File: src/i2c_slave_transmit_status_params.svh
// Purpose: Constants of the two-wire slave transmitter
// Assumes: Included by the design file only
// Notes:   Status codes, counts and reset values
`ifndef I2C_SLAVE_TRANSMIT_STATUS_PARAMS_SVH
`define I2C_SLAVE_TRANSMIT_STATUS_PARAMS_SVH

// ****************************************
// Status codes
// ****************************************
`define CODE_OWN_READ   8'ha8
`define CODE_ARB_READ   8'hb0
`define CODE_DATA_ACK   8'hb8
`define CODE_DATA_NACK  8'hc0
`define CODE_LAST_ACK   8'hc8
`define CODE_STOP_ADDR  8'ha0
`define CODE_NO_INFO    8'hf8
`define CODE_BUS_ERR    8'h00

// ****************************************
// Counts, bit positions and reset values
// ****************************************
`define BITS_PER_BYTE   4'h8
`define GC_ENABLE_BIT   0
`define RST_BYTE        8'h00
`define RST_OWN_ADDR    8'h00

`endif

File: src/i2c_slave_transmit_status_pkg.sv
// Purpose: Types of the two-wire slave transmitter
// Assumes: Nothing
// Notes:   Bus-side state machine encoding
`default_nettype none

package i2c_slave_transmit_status_pkg;

    typedef enum logic [2:0] {
        ST_IDLE = 3'h0,
        ST_ADDR = 3'h1,
        ST_AACK = 3'h2,
        ST_WAIT = 3'h3,
        ST_TX   = 3'h4,
        ST_RACK = 3'h5
    } bus_state_e;

endpackage

`default_nettype wire

File: src/i2c_slave_transmit_status.sv
// Purpose: Slave transmitter of the two-wire interface with status codes
// Assumes: Pins sampled by clk_sys; CPU side on clk_sys
// Notes:   Master and slave receiver live elsewhere
`timescale 1ns/100ps
`default_nettype none

`include "i2c_slave_transmit_status_params.svh"

module i2c_slave_transmit_status (
    input  wire logic       clk_sys,
    input  wire logic       sys_rst,
    input  wire logic       scl_in,
    output logic            scl_out,
    output logic            scl_oe,
    input  wire logic       sda_in,
    output logic            sda_out,
    output logic            sda_oe,
    input  wire logic       ctl_wr,
    input  wire logic       ctl_si,
    input  wire logic       ctl_ack_enable,
    input  wire logic       ctl_start_request,
    input  wire logic       ctl_stop_request,
    input  wire logic       data_wr,
    input  wire logic [7:0] data_wdata,
    input  wire logic       addr_wr,
    input  wire logic [7:0] addr_wdata,
    input  wire logic       arb_lost,
    output logic            si_flag,
    output logic            ack_enable,
    output logic            start_request,
    output logic            stop_request,
    output logic [7:0]      serial_status_reg,
    output logic [7:0]      serial_data_reg,
    output logic [7:0]      own_address_reg,
    output logic            start_gen,
    output logic            gc_hit
);
    import i2c_slave_transmit_status_pkg::*;

    // ****************************************
    // Pin synchronisers and edge detection
    // ****************************************
    logic       scl_s1_reg;
    logic       scl_s2_reg;
    logic       scl_d_reg;
    logic       sda_s1_reg;
    logic       sda_s2_reg;
    logic       sda_d_reg;
    logic       scl_rise;
    logic       scl_fall;
    logic       start_ev;
    logic       stop_ev;

    always_ff @(posedge clk_sys or posedge sys_rst) begin
        if (sys_rst) begin
            scl_s1_reg <= 1'b1;
            scl_s2_reg <= 1'b1;
            scl_d_reg  <= 1'b1;
            sda_s1_reg <= 1'b1;
            sda_s2_reg <= 1'b1;
            sda_d_reg  <= 1'b1;
        end else begin
            scl_s1_reg <= scl_in;
            scl_s2_reg <= scl_s1_reg;
            scl_d_reg  <= scl_s2_reg;
            sda_s1_reg <= sda_in;
            sda_s2_reg <= sda_s1_reg;
            sda_d_reg  <= sda_s2_reg;
        end
    end

    assign scl_rise = scl_s2_reg & ~scl_d_reg;
    assign scl_fall = ~scl_s2_reg & scl_d_reg;
    assign start_ev = scl_s2_reg & scl_d_reg & sda_d_reg & ~sda_s2_reg;
    assign stop_ev  = scl_s2_reg & scl_d_reg & ~sda_d_reg & sda_s2_reg;

    // ****************************************
    // Bus state machine
    // ****************************************
    bus_state_e state_reg;
    bus_state_e state_next;
    logic [3:0] cnt_reg;
    logic [3:0] cnt_next;
    logic [7:0] shift_reg;
    logic [7:0] shift_next;
    logic [7:0] code_reg;
    logic [7:0] code_next;
    logic       last_reg;
    logic       last_next;
    logic       si_set;
    logic       leave_req;
    logic       gc_next;
    logic       own_match;
    logic       gc_match;
    logic       recover;

    assign own_match = ack_enable
                     && (shift_reg[7:1] == own_address_reg[7:1]);
    assign gc_match  = ack_enable && own_address_reg[`GC_ENABLE_BIT]
                     && (shift_reg == `RST_BYTE);
    assign recover   = stop_request && !si_flag;

    always_comb begin
        state_next = state_reg;
        cnt_next   = cnt_reg;
        shift_next = shift_reg;
        code_next  = code_reg;
        last_next  = last_reg;
        si_set     = 1'b0;
        leave_req  = 1'b0;
        gc_next    = 1'b0;
        case (state_reg)
            ST_IDLE: begin
                if (start_ev) begin
                    state_next = ST_ADDR;
                    cnt_next   = 4'h0;
                end
            end
            ST_ADDR: begin
                if (stop_ev) begin
                    state_next = ST_IDLE;
                end else if (start_ev) begin
                    cnt_next = 4'h0;
                end else if (scl_rise) begin
                    shift_next = {shift_reg[6:0], sda_s2_reg};
                    cnt_next   = cnt_reg + 4'h1;
                end else if (scl_fall && cnt_reg == `BITS_PER_BYTE) begin
                    if ((own_match && shift_reg[0]) || gc_match) begin
                        state_next = ST_AACK;
                    end else begin
                        state_next = ST_IDLE;
                    end
                end
            end
            ST_AACK: begin
                if (start_ev || stop_ev) begin
                    state_next = ST_IDLE;
                    si_set     = 1'b1;
                    code_next  = `CODE_BUS_ERR;
                end else if (scl_fall) begin
                    if (shift_reg[0]) begin
                        state_next = ST_WAIT;
                        si_set     = 1'b1;
                        code_next  = arb_lost ? `CODE_ARB_READ
                                              : `CODE_OWN_READ;
                    end else begin
                        gc_next    = 1'b1;
                        state_next = ST_IDLE;
                    end
                end
            end
            ST_WAIT: begin
                if (!si_flag) begin
                    if (code_reg == `CODE_OWN_READ
                        || code_reg == `CODE_ARB_READ
                        || code_reg == `CODE_DATA_ACK) begin
                        state_next = ST_TX;
                        shift_next = serial_data_reg;
                        cnt_next   = 4'h0;
                        last_next  = !ack_enable;
                    end else begin
                        state_next = ST_IDLE;
                        leave_req  = 1'b1;
                    end
                end
            end
            ST_TX: begin
                if (start_ev || stop_ev) begin
                    si_set = 1'b1;
                    if (cnt_reg <= 4'h1) begin
                        state_next = ST_WAIT;
                        code_next  = `CODE_STOP_ADDR;
                    end else begin
                        state_next = ST_IDLE;
                        code_next  = `CODE_BUS_ERR;
                    end
                end else if (scl_rise) begin
                    cnt_next = cnt_reg + 4'h1;
                end else if (scl_fall) begin
                    if (cnt_reg == `BITS_PER_BYTE) begin
                        state_next = ST_RACK;
                    end else begin
                        shift_next = {shift_reg[6:0], 1'b1};
                    end
                end
            end
            ST_RACK: begin
                if (start_ev || stop_ev) begin
                    state_next = ST_IDLE;
                    si_set     = 1'b1;
                    code_next  = `CODE_BUS_ERR;
                end else if (scl_rise) begin
                    shift_next[0] = sda_s2_reg;
                end else if (scl_fall) begin
                    state_next = ST_WAIT;
                    si_set     = 1'b1;
                    if (shift_reg[0]) begin
                        code_next = `CODE_DATA_NACK;
                    end else if (last_reg) begin
                        code_next = `CODE_LAST_ACK;
                    end else begin
                        code_next = `CODE_DATA_ACK;
                    end
                end
            end
            default: begin
                state_next = ST_IDLE;
                si_set     = 1'b1;
                code_next  = `CODE_BUS_ERR;
            end
        endcase
        if (recover) begin
            state_next = ST_IDLE;
        end
    end

    always_ff @(posedge clk_sys or posedge sys_rst) begin
        if (sys_rst) begin
            state_reg <= ST_IDLE;
            cnt_reg   <= 4'h0;
            shift_reg <= `RST_BYTE;
            code_reg  <= `CODE_NO_INFO;
            last_reg  <= 1'b0;
            gc_hit    <= 1'b0;
        end else begin
            state_reg <= state_next;
            cnt_reg   <= cnt_next;
            shift_reg <= shift_next;
            code_reg  <= code_next;
            last_reg  <= last_next;
            gc_hit    <= gc_next;
        end
    end

    // ****************************************
    // Control bits, data and own address registers
    // ****************************************
    always_ff @(posedge clk_sys or posedge sys_rst) begin
        if (sys_rst) begin
            si_flag <= 1'b0;
        end else if (si_set) begin
            si_flag <= 1'b1;
        end else if (ctl_wr) begin
            si_flag <= ctl_si;
        end
    end

    always_ff @(posedge clk_sys or posedge sys_rst) begin
        if (sys_rst) begin
            ack_enable    <= 1'b0;
            start_request <= 1'b0;
        end else if (ctl_wr) begin
            ack_enable    <= ctl_ack_enable;
            start_request <= ctl_start_request;
        end
    end

    always_ff @(posedge clk_sys or posedge sys_rst) begin
        if (sys_rst) begin
            stop_request <= 1'b0;
        end else if (ctl_wr) begin
            stop_request <= ctl_stop_request;
        end else if (recover) begin
            stop_request <= 1'b0;
        end
    end

    always_ff @(posedge clk_sys or posedge sys_rst) begin
        if (sys_rst) begin
            serial_data_reg <= `RST_BYTE;
        end else if (data_wr) begin
            serial_data_reg <= data_wdata;
        end
    end

    always_ff @(posedge clk_sys or posedge sys_rst) begin
        if (sys_rst) begin
            own_address_reg <= `RST_OWN_ADDR;
        end else if (addr_wr) begin
            own_address_reg <= addr_wdata;
        end
    end

    // ****************************************
    // Status register view
    // ****************************************
    always_ff @(posedge clk_sys or posedge sys_rst) begin
        if (sys_rst) begin
            serial_status_reg <= `CODE_NO_INFO;
        end else begin
            serial_status_reg <= si_next_view() ? code_next
                                                : `CODE_NO_INFO;
        end
    end

    function automatic logic si_next_view();
        return si_set || (ctl_wr ? ctl_si : si_flag);
    endfunction

    // ****************************************
    // Bus busy and pending START
    // ****************************************
    logic busy_reg;
    logic pend_reg;

    always_ff @(posedge clk_sys or posedge sys_rst) begin
        if (sys_rst) begin
            busy_reg <= 1'b0;
        end else if (start_ev) begin
            busy_reg <= 1'b1;
        end else if (stop_ev || recover) begin
            busy_reg <= 1'b0;
        end
    end

    always_ff @(posedge clk_sys or posedge sys_rst) begin
        if (sys_rst) begin
            pend_reg  <= 1'b0;
            start_gen <= 1'b0;
        end else begin
            start_gen <= 1'b0;
            if (leave_req && start_request) begin
                pend_reg <= 1'b1;
            end else if (pend_reg && !busy_reg) begin
                pend_reg  <= 1'b0;
                start_gen <= 1'b1;
            end
        end
    end

    // ****************************************
    // Open-drain pin drive
    // ****************************************
    assign scl_out = 1'b0;
    assign sda_out = 1'b0;
    assign scl_oe  = (state_reg == ST_WAIT)
                   && (code_reg != `CODE_STOP_ADDR);
    // released unless acking or sending 0
    assign sda_oe  = (state_reg == ST_AACK)
                   || ((state_reg == ST_TX) && !shift_reg[7]);

endmodule

`default_nettype wire

File: config.mk
export PLATFORM = sky130hd
export DESIGN_NAME = i2c_slave_transmit_status
export DESIGN_NICKNAME = d
export VERILOG_FILES = /design/src/i2c_slave_transmit_status_pkg.sv /design/src/i2c_slave_transmit_status.sv
export VERILOG_INCLUDE_DIRS = /design/src
export SDC_FILE = /design/constraint.sdc
export NUM_CORES = 1
export LEC_CHECK = 0
export BUFFER_PORTS_ARGS = -buffer_cell sky130_fd_sc_hd__buf_2
export CORE_MARGIN = 3
export CORE_UTILIZATION = 50
export DETAILED_ROUTE_END_ITERATION = 10
export PLACE_DENSITY_LB_ADDON = 0.12
export SYNTH_ARGS = -nofsm -noshare
export SYNTH_HDL_FRONTEND = slang
export SYNTH_SLANG_ARGS = --single-unit
export TNS_END_PERCENT = 1
File: constraint.sdc
create_clock -name clk_sys -period 6.22 [get_ports clk_sys]
set_input_delay 1.555 -clock clk_sys [delete_from_list [all_inputs] [get_ports clk_sys]]
set_output_delay 1.555 -clock clk_sys [all_outputs]
set_load 0.01 [all_outputs]
==> metrics.txt <==
total vias in the final route 2527; Final Total Pwr 1.64 mW; combinational share of power 0.309; Mapped Cells just under 300; Final Max Slew Viols 0; Int Pwr roughly 1.1 mW; drt pass-1 iters 5; Max IR drop VDD ~0.00021 V; Setup Slack @ Placement about 2.7 ns; clock power share 0.293; adder-cell share of the synthesized area 0.0118; GPL Wtd Cong between 0.8 and 0.9; placed cell areas between 0.003 and 0.004 mm²; PD cells between 400 and 500 mW/mm²; compound-cell area share of the yosys netlist 0.151; leak pwr ~1.7 nW; CTS Buffer Depth 2; Yosys reg bits 62; final instance area 0.00377 mm²; most common cell in the synthesized netlist dfrtp_1; yosys warns 0; share of layout cells above drive strength 1 0.373; total grt overflow 0; crit path kind reg -> out; Switching Share 0.346; P_sw 0.569 mW; CP Launch Type flip-flop; synthesized cell area around 0.0032 mm²; xor/xnor share of the synthesized area 0.0220; CP max FO 21; cts hold-fix bufs 0; Core Footprint around 0.0060 mm²; CTS root buf clkbuf_8; # H-tree levels 3; Worst-path clk slew about 0.070 ns; Detail Route Antenna Nets 0; sequential share of the synthesized area 0.494; Unique masters post-synth 59; Max-slew headroom 0.499; Post-CTS Resized 0; largest family of logic cells by synthesized area simple AND/OR/NAND/NOR gates; CTS sink count 62; Die X 85.8 µm; CP Cell Sequence nor2b_1 -> nand2_1 -> a41oi_1 -> buf_2; maximum number of pins on one net before global-route repair between 60 and 70; dpl cells between 400 and 500; DR WL/cell 16.6 µm; CTS tree built; ant diodes 0; Hold WC Path Type reg -> reg; most frequent cells after synthesis dfrtp_1, mux2_2, nand2_1; vias per inst 5.85; Final nets ~380; Residual DRC 0; Num CTS Buffers 9; Slew @ Worst Pin about 0.75 ns; largest area contributor in the netlist dfrtp_1; total track usage 0.211; number of synthesized flops with an enable pin 0; asr flop ratio synth 1.00; Multi-input gate area roughly 0.0015 mm²; first-pass GRT wire length 11.9 mm; setup slack after layout 2.23 ns; port bufs about 60; row count 28; # setup viols final 0; sequential cell area about 0.0016 mm²; Achievable Freq between 200 and 300 MHz; total I/O pin count a little over 60; clk_skew between 0.01 and 0.015 ns; Final Hold Vio Count 0; RSZ-0062 raised after global routing no; critical path's top delay family simple AND/OR/NAND/NOR gates; die area between 0.007 and 0.008 mm²; status finished clean; worst endpoint required time 4.66 ns; Post-DP HPWL 5.10 mm; Synth Area in Simple Gates 0.156; Non-Filler Instances 432; mux contribution to synthesized area 0.127; Largest stage delay, worst path ~0.74 ns; syn avg cell area around 11 µm²; DR iter-0 viols roughly 320; min cycle time layout between 3 and 4 ns; fin crit share 0.641; Fill cells between 400 and 500; setup TNS 0 ns; clk_lat worst skew between 0.3 and 0.4 ns; ranking of synthesized cells by area dfrtp_1, dfstp_2, mux2_2, nand2_1, o21ai_0; Initial Util 0.528; initial antenna violation count 0; Buf/Inv on CP 1; final wirelength between 7 and 8 mm; sequential share of power 0.398; CP arrival approximately 2.4 ns; share of the synthesized area in the top cell type 0.362; number of max-cap violations 0; die height roughly 86 µm; Area Overhead vs Synth 18.4%; Crit. End Element output port; Post CTS Setup Buffer Count 0; number of global-route vias before repair roughly 2.4k; Most used DFF post-synth dfrtp_1; slowest CP cell dfrtp_1
-- power groups by stage --
stage          sequential [mW]  clock [mW]  combinational, mW
6_report                 0.654       0.482              0.508
5_1_grt                  0.670       0.507              0.564
4_1_cts                  0.652       0.489              0.511
3_5_place_dp             0.659           0              0.505
3_3_place_gp             0.655           0              0.499
2_1_floorplan            0.600           0              0.425
-- layout make-up --
cell class | count | area share
Clock inverter | 7 | 0.0385
Clock buffer | 9 | 0.0329
Tap cell | 75 | 0.0249
Multi-Input combinational cell | 209 | 0.396
Inverter | 10 | 0.00996
Timing Repair Buffer | 60 | 0.0804
Sequential cell | 62 | 0.417
-- path summary, 6_finish.rpt --
path / startpoint / endpoint / slack [ns] / cells past startpoint
worst min register to register: sda_s1_reg / sda_s2_reg / 0.36 / 0
min in group asynchronous: sys_rst / serial_data_reg[4] / 1.41 / 3
worst max register to register: state_reg[1] / shift_reg[5] / 3.76 / 5
worst max-delay path: state_reg[0] / scl_oe / 2.23 / 4
worst min-delay path: sda_s1_reg / sda_s2_reg / 0.36 / 0
max in group asynchronous: sys_rst / start_request / 4.31 / 3
-- placed cells by master, fill, tap and decap left out, drive strengths merged, types with 3 or more instances in the layout --
cell type,instances
buf,60
dfrtp,46
mux2,34
nand2,23
nor2,21
o21ai,17
dfstp,16
inv,11
a21oi,10
clkbuf,9
xnor2,8
nand3,8
and2,7
nor2b,6
nor3,5
nand2b,5
o211ai,4
a21o,4
a211oi,4
nand4,4
bufinv,4
o31ai,3
and3,3
ha,3
o2111ai,3
o311ai,3
-- through the flow --
stage	util	hold WS, ns
2_1_floorplan	-	0.345
3_3_place_gp	0.581	0.346
3_5_place_dp	0.581	0.350
4_1_cts	0.625	0.361
5_1_grt	0.625	0.367
6_report	0.625	0.359
-- cells by family after synthesis --
logic type               after synthesis
adder cells (fa/ha/maj)                3
XOR/XNOR                               8
flip-flops                            62
AND/OR/NAND/NOR                       95
AO/OA/AOI/OAI                         65
buffers and inverters                 28
other                                  1
multiplexers                          36
-- per-layer routing --
layer / vias to the layer above / track usage / routed length [µm]
met3: 13 / 0.0519 / 432
met4: 0 / 0.0878 / 140
li1: 1185 / - / -
met5: - / 0 / 0
met2: 105 / 0.329 / 3440
met1: 1224 / 0.282 / 3180
Power figures use the tool's default switching activity.
